--- src/verilog/awd_defs.vh ---
`ifndef AWD_DEFS_VH
`define AWD_DEFS_VH

// AXI4-Lite register byte offsets.
`define AWD_REG_CTRL 5'h00
`define AWD_REG_WORD0 5'h04
`define AWD_REG_WORD1 5'h08
`define AWD_REG_STAT 5'h0c
`define AWD_REG_FIELDS 5'h10
`define AWD_REG_OPERAND 5'h14
`define AWD_REG_LITERAL 5'h18
`define AWD_REG_PREV 5'h1c

// Control register fields and format codes.
`define AWD_CTRL_FMT_LSB 0
`define AWD_CTRL_GO_BIT 2
`define AWD_FMT_OP3 2'h0
`define AWD_FMT_LOAD 2'h1
`define AWD_FMT_EXEC 2'h2

// High doubleword field positions.
`define AWD_SEL_MSB 8
`define AWD_REL_BIT 9
`define AWD_CHAN_LSB 10
`define AWD_NEG_BIT 12
`define AWD_OP3_LSB 13
`define AWD_ORDER_LSB 18
`define AWD_DST_LSB 21
`define AWD_DREL_BIT 28
`define AWD_DCHAN_LSB 29
`define AWD_CLAMP_BIT 31
`define AWD_ABS0_BIT 0
`define AWD_ABS1_BIT 1
`define AWD_MASKUPD_BIT 2
`define AWD_PREDUPD_BIT 3
`define AWD_WMASK_BIT 4
`define AWD_SCALE_LSB 5
`define AWD_OP2_LSB 7

// Low doubleword field positions.
`define AWD_IMODE_LSB 26
`define AWD_PSEL_LSB 29

// Opcodes and special select codes.
`define AWD_OP3_MIN 5'h04
`define AWD_OP3_SHARED 5'h11
`define AWD_OP3_GAP0 5'h12
`define AWD_OP3_GAP1 5'h13
`define AWD_OP2_ADDRLOAD 11'h0cc
`define AWD_SEL_PRIM 9'h0f1
`define AWD_SEL_PRIM_HI 9'h0f2
`define AWD_SEL_PRIM_LO 9'h0f3
`define AWD_SEL_DBL1_L 9'h0f4
`define AWD_SEL_DBL1_M 9'h0f5
`define AWD_SEL_DBLH_L 9'h0f6
`define AWD_SEL_DBLH_M 9'h0f7
`define AWD_SEL_F0 9'h0f8
`define AWD_SEL_F1 9'h0f9
`define AWD_SEL_I1 9'h0fa
`define AWD_SEL_IM1 9'h0fb
`define AWD_SEL_FH 9'h0fc
`define AWD_SEL_LIT 9'h0fd
`define AWD_SEL_PV 9'h0fe

// Constant operand values.
`define AWD_K_DBL1_L 32'h00000000
`define AWD_K_DBL1_M 32'h3ff00000
`define AWD_K_DBLH_L 32'h00000000
`define AWD_K_DBLH_M 32'h3fe00000
`define AWD_K_F0 32'h00000000
`define AWD_K_F1 32'h3f800000
`define AWD_K_I1 32'h00000001
`define AWD_K_IM1 32'hffffffff
`define AWD_K_FH 32'h3f000000

// Relative index modes.
`define AWD_IMODE_ARX 3'h0
`define AWD_IMODE_LOOP 3'h4
`define AWD_IMODE_GLOBAL 3'h5
`define AWD_IMODE_GLOBAL_ARX 3'h6

`endif

--- src/verilog/awd_decoder.v ---
// The placing of the registers and the AXI4-Lite register port were chosen for this implementation.
`timescale 1ns/1ps
`include "awd_defs.vh"

module awd_decoder #(
  parameter QUADS = 16
) (
  input wire i_mclk,
  input wire i_rst_n,
  input wire [QUADS-1:1] i_prim_start_mask,
  input wire [31:0] i_prim_expand_hi,
  input wire [31:0] i_prim_expand_lo,
  input wire [8:0] i_address_register_x,
  input wire [8:0] i_loop_index,
  input wire [31:0] i_previous_result_x,
  input wire [31:0] i_previous_result_y,
  input wire [31:0] i_previous_result_z,
  input wire [31:0] i_previous_result_w,
  input wire [31:0] i_result_value,
  input wire i_predicate_result,
  input wire [4:0] i_s_axi_awaddr,
  input wire i_s_axi_awvalid,
  output reg o_s_axi_awready,
  input wire [31:0] i_s_axi_wdata,
  input wire [3:0] i_s_axi_wstrb,
  input wire i_s_axi_wvalid,
  output reg o_s_axi_wready,
  output reg [1:0] o_s_axi_bresp,
  output reg o_s_axi_bvalid,
  input wire i_s_axi_bready,
  input wire [4:0] i_s_axi_araddr,
  input wire i_s_axi_arvalid,
  output reg o_s_axi_arready,
  output reg [31:0] o_s_axi_rdata,
  output reg [1:0] o_s_axi_rresp,
  output reg o_s_axi_rvalid,
  input wire i_s_axi_rready,
  output reg [8:0] o_address_register_x,
  output reg [8:0] o_flow_program_counter,
  output reg [8:0] o_flow_index_zero,
  output reg [8:0] o_flow_index_one,
  output reg [31:0] o_clause_global,
  output reg o_stored_predicate,
  output reg o_thread_active,
  output reg [1:0] o_thread_hold
);

  // ****************************************************************
  // Register file over AXI4-Lite.
  // ****************************************************************
  reg [1:0] fmt;
  reg [31:0] word0;
  reg [31:0] word1;
  reg [31:0] literal;
  reg [31:0] operand;
  reg [31:0] fields;
  reg illegal;
  reg shared_layout;
  reg aw_held;
  reg w_held;
  reg [4:0] aw_addr;
  reg [31:0] w_data;
  reg [3:0] w_strb;
  reg go;
  reg [31:0] next_word;
  reg [31:0] cur_word;
  integer b;

  wire aw_take = i_s_axi_awvalid && o_s_axi_awready;
  wire w_take = i_s_axi_wvalid && o_s_axi_wready;
  wire wr_fire = aw_held && w_held && !o_s_axi_bvalid;
  wire wr_hit = (aw_addr == `AWD_REG_CTRL) || (aw_addr == `AWD_REG_WORD0) ||
                (aw_addr == `AWD_REG_WORD1) || (aw_addr == `AWD_REG_LITERAL);

  // Selects the current value of the addressed writable register.
  always @* begin
    case (aw_addr)
      `AWD_REG_CTRL: cur_word = {30'h00000000, fmt};
      `AWD_REG_WORD0: cur_word = word0;
      `AWD_REG_WORD1: cur_word = word1;
      default: cur_word = literal;
    endcase
    for (b = 0; b < 4; b = b + 1) begin
      next_word[b*8 +: 8] = w_strb[b] ? w_data[b*8 +: 8] : cur_word[b*8 +: 8];
    end
  end

  // Accepts address and data in either order, then answers once both are held.
  always @(posedge i_mclk) begin
    if (!i_rst_n) begin
      o_s_axi_awready <= 1'b1;
      o_s_axi_wready <= 1'b1;
      o_s_axi_bvalid <= 1'b0;
      o_s_axi_bresp <= 2'h0;
      aw_held <= 1'b0;
      w_held <= 1'b0;
      aw_addr <= 5'h00;
      w_data <= 32'h00000000;
      w_strb <= 4'h0;
      fmt <= `AWD_FMT_OP3;
      word0 <= 32'h00000000;
      word1 <= 32'h00000000;
      literal <= 32'h00000000;
      go <= 1'b0;
    end else begin
      go <= 1'b0;
      if (aw_take) begin
        aw_held <= 1'b1;
        aw_addr <= {i_s_axi_awaddr[4:2], 2'h0};
        o_s_axi_awready <= 1'b0;
      end
      if (w_take) begin
        w_held <= 1'b1;
        w_data <= i_s_axi_wdata;
        w_strb <= i_s_axi_wstrb;
        o_s_axi_wready <= 1'b0;
      end
      if (wr_fire) begin
        o_s_axi_bvalid <= 1'b1;
        o_s_axi_bresp <= wr_hit ? 2'h0 : 2'h2;
        aw_held <= 1'b0;
        w_held <= 1'b0;
        case (aw_addr)
          `AWD_REG_CTRL: begin
            fmt <= next_word[1:0];
            go <= w_strb[0] && w_data[`AWD_CTRL_GO_BIT];
          end
          `AWD_REG_WORD0: word0 <= next_word;
          `AWD_REG_WORD1: word1 <= next_word;
          `AWD_REG_LITERAL: literal <= next_word;
          default: ;
        endcase
      end
      if (o_s_axi_bvalid && i_s_axi_bready) begin
        o_s_axi_bvalid <= 1'b0;
        o_s_axi_awready <= 1'b1;
        o_s_axi_wready <= 1'b1;
      end
    end
  end

  // Answers reads one cycle after the address is taken.
  always @(posedge i_mclk) begin
    if (!i_rst_n) begin
      o_s_axi_arready <= 1'b1;
      o_s_axi_rvalid <= 1'b0;
      o_s_axi_rdata <= 32'h00000000;
      o_s_axi_rresp <= 2'h0;
    end else if (i_s_axi_arvalid && o_s_axi_arready) begin
      o_s_axi_arready <= 1'b0;
      o_s_axi_rvalid <= 1'b1;
      o_s_axi_rresp <= 2'h0;
      case ({i_s_axi_araddr[4:2], 2'h0})
        `AWD_REG_CTRL: o_s_axi_rdata <= {30'h00000000, fmt};
        `AWD_REG_WORD0: o_s_axi_rdata <= word0;
        `AWD_REG_WORD1: o_s_axi_rdata <= word1;
        `AWD_REG_STAT: o_s_axi_rdata <= {29'h00000000, o_stored_predicate, shared_layout,
                                         illegal};
        `AWD_REG_FIELDS: o_s_axi_rdata <= fields;
        `AWD_REG_OPERAND: o_s_axi_rdata <= operand;
        `AWD_REG_LITERAL: o_s_axi_rdata <= literal;
        default: begin
          o_s_axi_rdata <= 32'h00000000;
          o_s_axi_rresp <= 2'h2;
        end
      endcase
    end else if (o_s_axi_rvalid && i_s_axi_rready) begin
      o_s_axi_rvalid <= 1'b0;
      o_s_axi_arready <= 1'b1;
    end
  end

  // ****************************************************************
  // Field extraction.
  // ****************************************************************
  wire [8:0] third_source_select = word1[`AWD_SEL_MSB:0];
  wire third_source_relative = word1[`AWD_REL_BIT];
  wire [1:0] third_source_channel = word1[`AWD_CHAN_LSB +: 2];
  wire third_source_negate = word1[`AWD_NEG_BIT];
  wire [4:0] arith_opcode = word1[`AWD_OP3_LSB +: 5];
  wire [2:0] operand_read_order = word1[`AWD_ORDER_LSB +: 3];
  wire [6:0] dest_register_address = word1[`AWD_DST_LSB +: 7];
  wire dest_relative = word1[`AWD_DREL_BIT];
  wire [1:0] dest_channel = word1[`AWD_DCHAN_LSB +: 2];
  wire clamp = word1[`AWD_CLAMP_BIT];
  wire first_source_magnitude = word1[`AWD_ABS0_BIT];
  wire second_source_magnitude = word1[`AWD_ABS1_BIT];
  wire active_mask_update = word1[`AWD_MASKUPD_BIT];
  wire predicate_update = word1[`AWD_PREDUPD_BIT];
  wire write_mask = word1[`AWD_WMASK_BIT];
  wire [1:0] output_scale = word1[`AWD_SCALE_LSB +: 2];
  wire [1:0] thread_deactivate_op = output_scale;
  wire [10:0] address_load_opcode = word1[`AWD_OP2_LSB +: 11];
  wire [6:0] load_destination = dest_register_address;
  wire [2:0] index_mode = word0[`AWD_IMODE_LSB +: 3];
  wire [1:0] predicate_select = word0[`AWD_PSEL_LSB +: 2];

  // Index chosen by the relative-addressing mode; mode 5 adds nothing.
  reg [8:0] rel_index;
  reg mode_bad;
  always @* begin
    mode_bad = 1'b0;
    case (index_mode)
      `AWD_IMODE_ARX: rel_index = i_address_register_x;
      `AWD_IMODE_LOOP: rel_index = i_loop_index;
      `AWD_IMODE_GLOBAL: rel_index = 9'h000;
      `AWD_IMODE_GLOBAL_ARX: rel_index = i_address_register_x;
      default: begin
        rel_index = 9'h000;
        mode_bad = 1'b1;
      end
    endcase
  end

  // Source and destination effective addresses.
  wire [8:0] src_addr = third_source_select + (third_source_relative ? rel_index : 9'h000);
  wire [6:0] dst_addr = dest_register_address +
                        (dest_relative ? rel_index[6:0] : 7'h00);

  // Picks the previous group's result channel.
  reg [31:0] prev_pick;
  always @* begin
    case (third_source_channel)
      2'h0: prev_pick = i_previous_result_x;
      2'h1: prev_pick = i_previous_result_y;
      2'h2: prev_pick = i_previous_result_z;
      default: prev_pick = i_previous_result_w;
    endcase
  end

  // Resolves special select codes to an operand value.
  reg [31:0] raw_operand;
  always @* begin
    case (third_source_select)
      `AWD_SEL_PRIM: raw_operand = {{(32-QUADS){1'b0}}, i_prim_start_mask, 1'b1};
      `AWD_SEL_PRIM_HI: raw_operand = i_prim_expand_hi;
      `AWD_SEL_PRIM_LO: raw_operand = i_prim_expand_lo;
      `AWD_SEL_DBL1_L: raw_operand = `AWD_K_DBL1_L;
      `AWD_SEL_DBL1_M: raw_operand = `AWD_K_DBL1_M;
      `AWD_SEL_DBLH_L: raw_operand = `AWD_K_DBLH_L;
      `AWD_SEL_DBLH_M: raw_operand = `AWD_K_DBLH_M;
      `AWD_SEL_F0: raw_operand = `AWD_K_F0;
      `AWD_SEL_F1: raw_operand = `AWD_K_F1;
      `AWD_SEL_I1: raw_operand = `AWD_K_I1;
      `AWD_SEL_IM1: raw_operand = `AWD_K_IM1;
      `AWD_SEL_FH: raw_operand = `AWD_K_FH;
      `AWD_SEL_LIT: raw_operand = literal;
      `AWD_SEL_PV: raw_operand = prev_pick;
      default: raw_operand = {23'h000000, src_addr};
    endcase
  end

  // Legality checks per format.
  wire op3_bad = (arith_opcode < `AWD_OP3_MIN) || (arith_opcode == `AWD_OP3_GAP0) ||
                 (arith_opcode == `AWD_OP3_GAP1);
  wire order_bad = operand_read_order > 3'h5;
  wire load_bad = (address_load_opcode != `AWD_OP2_ADDRLOAD) || active_mask_update ||
                  (load_destination > 7'h07);
  wire exec_bad = !active_mask_update;
  wire psel_bad = predicate_select == 2'h1;
  reg next_illegal;
  always @* begin
    case (fmt)
      `AWD_FMT_OP3: next_illegal = op3_bad;
      `AWD_FMT_LOAD: next_illegal = load_bad;
      `AWD_FMT_EXEC: next_illegal = exec_bad;
      default: next_illegal = 1'b1;
    endcase
    next_illegal = next_illegal | order_bad | psel_bad |
                   ((third_source_relative | dest_relative) & mode_bad);
  end

  // Thread runs when predicate select admits it.
  wire selected = (predicate_select == 2'h0) ||
                  (predicate_select == 2'h2 && !o_stored_predicate) ||
                  (predicate_select == 2'h3 && o_stored_predicate);

  // ****************************************************************
  // Issue on the go pulse: capture fields and apply state effects.
  // ****************************************************************
  always @(posedge i_mclk) begin
    if (!i_rst_n) begin
      illegal <= 1'b0;
      shared_layout <= 1'b0;
      operand <= 32'h00000000;
      fields <= 32'h00000000;
      o_address_register_x <= 9'h000;
      o_flow_program_counter <= 9'h000;
      o_flow_index_zero <= 9'h000;
      o_flow_index_one <= 9'h000;
      o_clause_global <= 32'h00000000;
      o_stored_predicate <= 1'b0;
      o_thread_active <= 1'b1;
      o_thread_hold <= 2'h0;
    end else if (go) begin
      illegal <= next_illegal;
      shared_layout <= (fmt == `AWD_FMT_OP3) && (arith_opcode == `AWD_OP3_SHARED);
      operand <= third_source_negate ? {~raw_operand[31], raw_operand[30:0]} :
                 raw_operand;
      // Packed view: write enable, destination, channel, clamp, scale, magnitudes.
      fields <= {17'h00000, first_source_magnitude, second_source_magnitude,
                 clamp, output_scale,
                 write_mask && !next_illegal, dest_channel, dst_addr};
      if (predicate_update && !next_illegal) begin
        o_stored_predicate <= i_predicate_result;
      end
      if (fmt == `AWD_FMT_LOAD && !next_illegal && write_mask) begin
        case (load_destination[2:0])
          3'h0: o_address_register_x <= i_result_value[8:0];
          3'h1: o_flow_program_counter <= i_result_value[8:0];
          3'h2: o_flow_index_zero <= i_result_value[8:0];
          3'h3: o_flow_index_one <= i_result_value[8:0];
          3'h4: o_clause_global[7:0] <= i_result_value[7:0];
          3'h5: o_clause_global[15:8] <= i_result_value[7:0];
          3'h6: o_clause_global[23:16] <= i_result_value[7:0];
          default: o_clause_global[31:24] <= i_result_value[7:0];
        endcase
      end
      if (fmt == `AWD_FMT_EXEC && !next_illegal) begin
        // Active mask follows the predicate after the instruction.
        if (!selected || !(predicate_update ? i_predicate_result : o_stored_predicate)) begin
          o_thread_active <= 1'b0;
          o_thread_hold <= thread_deactivate_op;
        end else begin
          o_thread_active <= 1'b1;
          o_thread_hold <= 2'h0;
        end
      end
    end
  end

endmodule

--- config.mk ---
export PLATFORM = sky130hd
export DESIGN_NAME = awd_decoder
export DESIGN_NICKNAME = d
export VERILOG_FILES = /design/src/verilog/awd_decoder.v
export VERILOG_INCLUDE_DIRS = /design/src /design/src/verilog
export SDC_FILE = /design/constraint.sdc
export NUM_CORES = 1
export LEC_CHECK = 0
export BUFFER_PORTS_ARGS = -buffer_cell sky130_fd_sc_hd__buf_4
export CORE_ASPECT_RATIO = 1.25
export CORE_MARGIN = 3
export CORE_UTILIZATION = 45
export CTS_CLUSTER_SIZE = 40
export DETAILED_ROUTE_END_ITERATION = 7
export GPL_TIMING_DRIVEN = 0
export MAX_ROUTING_LAYER = met4
export PLACE_DENSITY = 0.81
export RECOVER_POWER = 100
export SYNTH_ARGS = -nofsm -noshare
export SYNTH_HDL_FRONTEND = slang
export SYNTH_SLANG_ARGS = --single-unit
--- constraint.sdc ---
create_clock -name i_mclk -period 6.5 [get_ports i_mclk]
set_clock_uncertainty 0.2 [all_clocks]
set_input_delay 0 -clock i_mclk [delete_from_list [all_inputs] [get_ports i_mclk]]
set_output_delay 0 -clock i_mclk [all_outputs]
set_load 0.05 [all_outputs]
## Word level (Yosys, flattened, before mapping)

Cells that the tools add are included.
W data, S select, Z words.

- Add/sub/neg operators: 2
- Magnitude comparators: 3
- Equality and inequality tests: 43
- Muxes and demuxes: 23
- Bitwise logic cells: 8
- Reductions and logical operators: 62

Operators with widths:

| operator | number |
|---|---|
| $pmux W32 S12 | 1 |
| $pmux W32 S7 | 1 |
| $pmux W32 S3 | 2 |
| $eq A9 B8 Y1 const B | 14 |
| $mux W32 | 1 |
| $mux W8 | 4 |
| $eq A3 B3 Y1 const B | 10 |
| $reduce_and A3 Y1 | 9 |
| $pmux W9 S2 | 1 |
| $logic_and A1 B1 Y1 | 16 |
| $eq A3 B2 Y1 const B | 5 |
| $eq A5 B5 Y1 const B | 3 |
| $reduce_or A7 Y1 | 2 |
| $reduce_and A2 Y1 | 6 |
| $ne A11 B8 Y1 const B | 1 |
| $logic_or A1 B1 Y1 | 10 |
| $add A9 B9 Y9 | 1 |
| $eq A3 B1 Y1 const B | 3 |
| $logic_not A3 Y1 | 3 |
| $mux W9 | 1 |
| $eq A2 B2 Y1 const B | 4 |
| $add A7 B7 Y7 | 1 |
| $gt A7 B3 Y1 const B | 1 |
| $mux W1 | 7 |
| other kinds (16) | 34 |

- Bits in registers: 302
- Output and inout bits: 113
- Logic and storage cells: 174

## Depth between registers and ports, before layout

Gate-level depths: netlist of run 1.

- Depth after elaboration: 11
- Mapped depth: 14

## Worst setup path before layout of run 1

Ideal clock, no wire load.

- Path kind: register -> register
- From: reg word0[27]
- To: reg operand[7]
- Arrival: 2.970 ns
- Required time: 6.242 ns
- Setup slack: 3.273 ns
- Stages on the path, launching flop included: 14
- Buffers on the path: 2
- Clock period less this slack: 3.227 ns
- Path through: dfxtp_1 clkbuf_1 clkbuf_1 mux2_2 a22oi_1 or2_2 inv_1 ha_1 a211oi_1 o21bai_1 a2111oi_0 nor3_1 nor4b_1 a211o_1

- Cells in the longest elaborated chain, start to end: 7

RTL lines:

| item | RTL line | RTL |
|---|---|---|
| from (decl) | awd_decoder.v:52 | `reg [31:0] word0;` |
| from (signal assigned) | awd_decoder.v:128 | `` `AWD_REG_WORD0: word0 <= next_word; `` |
| $eq A3 B3 Y1 / $logic_not A3 Y1 (equally long branches) | awd_decoder.v:203 | `case (index_mode)` |
| $reduce_or A2 Y1 (no source line) | n/a |  |
| $pmux W9 S2 * | awd_decoder.v:203 |  |
| $mux W9 * | awd_decoder.v:216 | `wire [8:0] src_addr = third_source_select + (third_source_relative ? rel_index : 9'h000);` |
| $add A9 B9 Y9 * | awd_decoder.v:216 |  |
| $pmux W32 S12 * | awd_decoder.v:234 | `case (third_source_select)` |
| $mux W32 * | awd_decoder.v:298 | `operand <= third_source_negate ? {~raw_operand[31], raw_operand[30:0]} :` |
| to (signal assigned) | awd_decoder.v:298 |  |
| to (decl) | awd_decoder.v:55 | `reg [31:0] operand;` |

Mark *: on every way between the ends. The rest lies on a longest branch, timed or not.
A chain may end at the register's enable or synchronous reset.

## Final worst setup path of run 1

- From: reg word0[27]
- To: reg fields[5]

- Cells in the longest elaborated chain, start to end: 5

RTL lines:

| item | RTL line | RTL |
|---|---|---|
| $eq A3 B3 Y1 / $logic_not A3 Y1 (equally long branches) | awd_decoder.v:203 |  |
| $reduce_or A2 Y1 (no source line) | n/a |  |
| $pmux W9 S2 * | awd_decoder.v:203 |  |
| $mux W7 * | awd_decoder.v:218 | `(dest_relative ? rel_index[6:0] : 7'h00);` |
| $add A7 B7 Y7 * | awd_decoder.v:217 | `wire [6:0] dst_addr = dest_register_address +` |
| to (signal assigned) | awd_decoder.v:301 | `fields <= {17'h00000, first_source_magnitude, second_source_magnitude,` |
| to (decl) | awd_decoder.v:56 | `reg [31:0] fields;` |

Marked as above.

==> results.txt, run 1 <==
----------------------------------------------------
[Run status]
  Run status ... finished, violations left
  Failing checks ... max-capacitance violations, max-slew violations

[Floorplanning]
  Starting Density ... 0.4619
  Floorplan die height ... 212.2 µm
  Overall die width ... 171.0 µm
  Placeable Area ... 33150 µm²
  Area of the die ... 36290 µm²
  I/O Pins ... 424
  Row Count ... 74

[Synth]
  Total standard cell area after synthesis ... 15310 µm²
  Share of synthesized flip-flops with an asynchronous set or reset ... 0
  Number of cells produced by synthesis ... 1873
  Distinct cell type count after synthesis ... 68
  Sequential share of the synthesized area ... 0.3923
  Average footprint of a synthesized cell ... 8.175 µm²
  Number of enable flip-flop cells after synthesis ... 0
  Synth warn ... 0
  Flip-flop and latch count after synthesis ... 300
  Most common flop cell mapped by yosys ... dfxtp_1

[STA]
  Count of final setup violators ... 0
  Total Negative Setup Slacks ... 0 ns
  Fmax ... 187.8 MHz
  Slew at the pin with the worst max-slew slack ... 1.668 ns
  Final period demand of the worst path ... 5.325 ns
  Max-Slew Margin vs Limit ... -0.1274
  Final Max Tran Viols ... 11
  Final hold vios ... 0
  Setup repair after global routing missed its margin ... false
  Post-route fraction of the period consumed by the critical path ... 0.8193

[Global route]
  Wire length of the first global-routing pass ... 110000 µm
  Overflow after GRT ... 0
  Vias in the first global route ... 17350
  Total track usage ... 0.4197
  Initial antenna violation count ... 9
  Largest net degree at the start of global routing ... 15

[Placed design]
  Detailed placer's ending HPWL ... 56070 µm
  Total of buffers placed on input and output ports ... 386
  Placer congestion estimate ... 1.024

[Power and ir drop]
  Final total power ... 4.168 mW
  Maximum resistive drop on vdd ... 209.5 µV
  Share of power burned in registers ... 0.451
  Clock power frac ... 0.435
  Combinational power share ... 0.114
  Power density over the cells ... 199.8 nW/µm²
  Power spent charging and discharging nets ... 1.051 mW
  Leakage Power ... 8.073 nW
  Pint ... 3.117 mW
  Switching power share of the total ... 0.2522

[Worst hold path]
  Type of the tightest min-delay check ... input port to register

[Critical path]
  Crit-path most repeated cell ... dlygate4sd3_1
  Slowest cell on the critical path ... clkbuf_1
  Largest stage delay on the critical path ... 0.75 ns
  Endpoint type of the worst setup path ... register
  Worst setup path class ... register to register
  Critical path, cell by cell ... clkbuf_1 > clkbuf_1 > mux2_2 > a22oi_1 > dlygate4sd3_1 > nor2_1 > ha_1 > a21o_1 > a21oi_1 > nor2b_1 > o21ai_0 > nand4_1 > dlygate4sd3_1 > o211ai_1 > dlygate4sd3_1
  Worst Path Buf+Inv ... 5
  Critical Path AT ... 5.64 ns
  Maximum fanout along the worst path ... 10
  Worst setup SP type ... register
  Dominant delay contributor by cell family on the critical path ... buffers and inverters
  Data required time at the worst endpoint ... 6.82 ns

[Clocking]
  Number of buffers created by CTS ... 31
  Number of buffers inserted by post-CTS setup repair ... 0
  Total number of H-tree levels ... 1
  Clock Tree Buf Depth ... 3
  TritonCTS clock tree ... yes
  Clock transition at path regs ... 0.07 ns
  Clk_lat worst skew ... 0.58 ns
  Clock root buffer master ... clkbuf_16
  Clock sink count ... 300

[Drt]
  Wirelength per Cell ... 26.68 µm
  Number of vias per cell after detailed routing ... 6.161
  DRT iter0 DRCs ... 2031
  Wire length on met2 ... 35350 µm
  Detail Route Antenna Nets ... 0
  Highest metal layer with signal wires ... met4
  Drt pass-1 iters ... 6
  Via count ... 17840
  WL met1 ... 28200 µm
  Wirelength, routed ... 77250 µm
  Routed met3 length ... 8101 µm
  Drc violations ... 0

[Run]
  Max capacitance violation total ... 1

[Finish]
  Layout overhead on the synthesized area ... 36.25%
  Most frequent cells in the layout ... nand2_1 (308), dfxtp_1 (300), clkbuf_1 (275), buf_4 (275), a21oi_1 (233)
  Layout cell share with drive strength beyond 1 ... 0.1592
  Most common cell after layout, fill and taps aside ... nand2_1
  Total Nets Final ... 2778

----------------------------------------------------
final cells by class:
cell class,count,area (µm²)
clock inverter,8,122.6
antenna,9,22.52
inverter,16,60.06
multi-input combinational,1386,8532
fill,2947,12290
timing repair buffer,544,4055
tap,418,523.0
buffer,172,669.4
sequential,300,6006
clock buffer,43,870.8
synth_stat cells, types with 8 or more instances:
library cell,count,share of area
nand2_1,308,0.076
dfxtp_1,300,0.39
a21oi_1,233,0.076
nor2_1,199,0.049
clkbuf_1,130,0.032
a22oi_1,121,0.059
mux2i_1,101,0.066
o21ai_0,81,0.026
mux4_2,32,0.047
a2bb2oi_1,30,0.017
buf_2,27,0.0088
nor3_1,23,0.0075
mux2_2,22,0.016
a211oi_1,20,0.0098
nand3_1,20,0.0065
a31oi_1,18,0.0074
nor2b_1,15,0.0061
ha_1,14,0.011
inv_1,14,0.0034
a221oi_1,13,0.0074
nand2b_1,13,0.0053
buf_1,11,0.0027
o22ai_1,10,0.0041
a22o_1,9,0.0051
nor4_1,8,0.0033
cells by family (layout without fill, tap and decap cells):
family,count (synthesis),in the layout,share of synthesized area
AO/OA/AOI/OAI,575,575,0.2350
XOR/XNOR,11,11,0.006292
adder cells (fa/ha/maj),16,16,0.01406
buffers and inverters,188,783,0.04911
flip-flops,300,300,0.3923
multiplexers,155,155,0.1293
other,1,11,0.0002449
AND/OR/NAND/NOR,627,627,0.1737
final timing paths:
check	endpoint	slack [ns]	cells past startpoint	from
worst max-delay path	fields[5]	1.17	15	word0[27]
worst min-delay path	w_data[26]	0.02	4	i_s_axi_wdata[26]
worst max register to register	fields[5]	1.17	15	word0[27]
worst min register to register	w_data[22]	0.26	2	w_data[22]
worst min-delay path: cells and delay by family:
kind                   cells  cell delay, ns
buffers and inverters      2            0.61
AO/OA/AOI/OAI              1            0.10
AND/OR/NAND/NOR            1            0.04
per-stage QoR:
step | util | hold WS, ns | instance area, µm² | instances | setup WS (ns)
global route | 0.6294 | 0.02722 | 20860 | 2896 | 0.9832
detailed placement | 0.5652 | 0.004626 | 18740 | 2678 | 2.305
floorplan | - | -0.09965 | 15310 | 1874 | 3.273
finish | 0.6294 | 0.01921 | 20860 | 2896 | 1.175
CTS | 0.6429 | 0.002085 | 21310 | 2887 | 1.190
global placement | 0.5652 | 0.001802 | 18740 | 2678 | 2.324
power groups by stage:
stage / Sequential, mW / Clock [mW] / Combinational, mW
after floorplan: 1.93 / 0 / 0.159
after global placement: 1.92 / 0 / 0.402
after detailed placement: 1.92 / 0 / 0.406
after CTS: 1.88 / 1.81 / 0.458
after global routing: 1.88 / 1.88 / 0.494
final: 1.88 / 1.81 / 0.474
what timing repair did:
action / CTS / global route
hold endpoints to repair: 159 / 0
hold buffers: 158 / 0
resized for setup: 0 / 0
state kept, by name, summed over array words and instances (netlist names), 2 cells and up:
| register | cells |
|---|---|
| w_strb | 4 |
| fields | 15 |
| o_address_register_x | 9 |
| o_thread_hold | 2 |
| o_flow_index_zero | 9 |
| fmt | 2 |
| o_s_axi_rdata | 32 |
| o_flow_index_one | 9 |
| o_flow_program_counter | 9 |
| aw_addr | 3 |
| word1 | 32 |
| literal | 32 |
| w_data | 32 |
| o_clause_global | 32 |
| word0 | 32 |
| operand | 32 |
layer usage:
| layer | vias up | global-route usage |
|---|---|---|
| met5 | - | - |
| met1 | 8420 | 0.4833 |
| met2 | 1258 | 0.6555 |
| met3 | 297 | 0.1054 |
| met4 | 0 | 0.2596 |
| li1 | 7868 | - |
Note: power is estimated with default switching activity, not from simulation.
==> run 2: changes to the inputs <==
--- a/config.mk
+++ b/config.mk
@@ -14,7 +14,7 @@
 export DETAILED_ROUTE_END_ITERATION = 7
 export GPL_TIMING_DRIVEN = 0
 export MAX_ROUTING_LAYER = met4
-export PLACE_DENSITY = 0.81
+export PLACE_DENSITY = 0.84
 export RECOVER_POWER = 100
 export SYNTH_ARGS = -nofsm -noshare
 export SYNTH_HDL_FRONTEND = slang
==> constraint.sdc (replaced) <==
create_clock -name i_mclk -period 4.8 [get_ports i_mclk]
set_clock_uncertainty 0.2 [all_clocks]
set_input_delay 0 -clock i_mclk [delete_from_list [all_inputs] [get_ports i_mclk]]
set_output_delay 0 -clock i_mclk [all_outputs]
set_load 0.05 [all_outputs]
==> results.txt, run 2 (synthesized netlist as in run 1, its figures left out) <==
----------------------------------------------------
[Critical path]
  Critical Path AT ... 4.93 ns
  Cell count of the worst reg-to-reg path ... 10
  Worst setup SP type ... register
  Endpoint type of the worst setup path ... register
  Data required time at the worst endpoint ... 5.13 ns
  Worst setup path class ... register to register
  Maximum fanout along the worst path ... 10

[Run]
  Max capacitance violation total ... 0

[Floorplanning]
  Floorplan die height ... 212.2 µm
  Area of the die ... 36290 µm²
  I/O Pins ... 424
  Starting Density ... 0.4619
  Placeable Area ... 33150 µm²
  Row Count ... 74
  Overall die width ... 171.0 µm

[STA]
  Final period demand of the worst path ... 4.609 ns
  Fmax ... 217.0 MHz
  Max-Slew Margin vs Limit ... 0.2695
  Setup repair after global routing missed its margin ... false
  Slew at the pin with the worst max-slew slack ... 1.086 ns
  Total Negative Setup Slacks ... 0 ns
  Post-route fraction of the period consumed by the critical path ... 0.9602
  Final Max Tran Viols ... 0
  Count of final setup violators ... 0
  Final hold vios ... 0

[Global route]
  Initial antenna violation count ... 4
  Largest net degree at the start of global routing ... 16
  Wire length of the first global-routing pass ... 107100 µm
  Total track usage ... 0.4023
  Vias in the first global route ... 17580
  Overflow after GRT ... 0

[Drt]
  DRT iter0 DRCs ... 2124
  Via count ... 17860
  Detail Route Antenna Nets ... 0
  Wirelength, routed ... 74390 µm
  Drt pass-1 iters ... 6
  Drc violations ... 0
  Wirelength per Cell ... 25.64 µm
  Number of vias per cell after detailed routing ... 6.158

[Finish]
  Layout cell share with drive strength beyond 1 ... 0.1630
  Footprint of the multi-input gates ... 8547 µm²
  Total Nets Final ... 2781
  Number of non-filler instances in the completed layout ... 2901
  Layout overhead on the synthesized area ... 37.57%
  Fillers ... 2878
  Final instance area ... 21060 µm²
  Most common cell after layout, fill and taps aside ... nand2_1
  Flip-flop and latch area ... 6006 µm²
  Most frequent cells in the layout ... nand2_1 (308), dfxtp_1 (300), buf_4 (275)
  Post-layout utilization of the core ... 0.6355

[Placed design]
  Placer congestion estimate ... 1.064
  Detailed placer's ending HPWL ... 54780 µm
  Dpl cells ... 2678
  Total of buffers placed on input and output ports ... 386
  Placed cell area ... 18740 µm²

[Clocking]
  Clock Tree Buf Depth ... 3
  Clock sink count ... 300
  TritonCTS clock tree ... yes
  Total number of H-tree levels ... 1
  Clock root buffer master ... clkbuf_16
  Clock transition at path regs ... 0.07 ns
  Clk_lat worst skew ... 0.59 ns
  Number of buffers created by CTS ... 31

[Worst hold path]
  Type of the tightest min-delay check ... input port to register
  Worst hold path cell count ... 4

[Power and ir drop]
  Final total power ... 5.948 mW
  Maximum resistive drop on vdd ... 293.2 µV
  Power density over the cells ... 282.4 nW/µm²
  Leakage Power ... 8.187 nW

[Run status]
  Run status ... finished clean

----------------------------------------------------
[run 2: report_power, final]
part	total, mW	switching (mW)	internal [mW]
clock network	2.77	1.11	1.67
logic	0.631	0.340	0.291
registers	2.54	0.0245	2.52
total	5.95	1.47	4.48
[run 2: area by class of cell]
cell class,instances,share of cell area
diodes,4,0.0004752
plain buffers,172,0.03184
clock buffers,36,0.03914
clock inverters,22,0.01622
inverters,16,0.002851
multi-input cells,1386,0.4058
flip-flops and latches,300,0.2851
well taps,418,0.02483
repair buffers,547,0.1938
[run 2: path summary, 6_finish.rpt]
| kind | startpoint | end | slack [ns] |
|---|---|---|---|
| setup reg to reg | word1[3] | operand[29] | 0.19 |
| hold / removal | i_s_axi_wdata[20] | w_data[20] | 0.008 |
| hold reg to reg | w_data[27] | w_data[27] | 0.26 |
| setup / recovery | word1[3] | operand[29] | 0.19 |
[run 2: metrics by stage]
stage / setup WS [ns] / hold slack (ns)
6_report: 0.1909 / 0.008275
5_1_grt: 0.2028 / 0.03213
4_1_cts: 0.1416 / 0.005873
3_5_place_dp: 0.6479 / 0.01508
3_3_place_gp: 0.7379 / 0.001492
2_1_floorplan: 1.573 / -0.09965
[run 2: critical path, stage by stage, from the launching register on]
cell and delay [ns]:
dfxtp_1 0.41, clkbuf_1 0.44, clkinv_1 0.49, nor2_1 0.22
buf_2 0.33, nand2_1 0.20, nor3_1 0.70, clkbuf_1 0.50
a22oi_1 0.16, a31oi_1 0.30, dlygate4sd3_1 0.60
[run 2: metal layers]
layer,global-route usage,wire (µm),vias up
met5,-,0,-
met4,0.2501,5563,0
met3,0.08499,8128,314
met2,0.6359,34240,1294
met1,0.4667,26460,8387
li1,-,-,7868
[run 2: repair_timing]
| action | 4_1_cts | 5_1_grt |
|---|---|---|
| endpoints found under the hold margin | 161 | 0 |
| endpoints found under the setup margin | 0 | 2 |
| setup buffers | 0 | 0 |
| hold buffers | 161 | 0 |
| resized for setup | 0 | 3 |
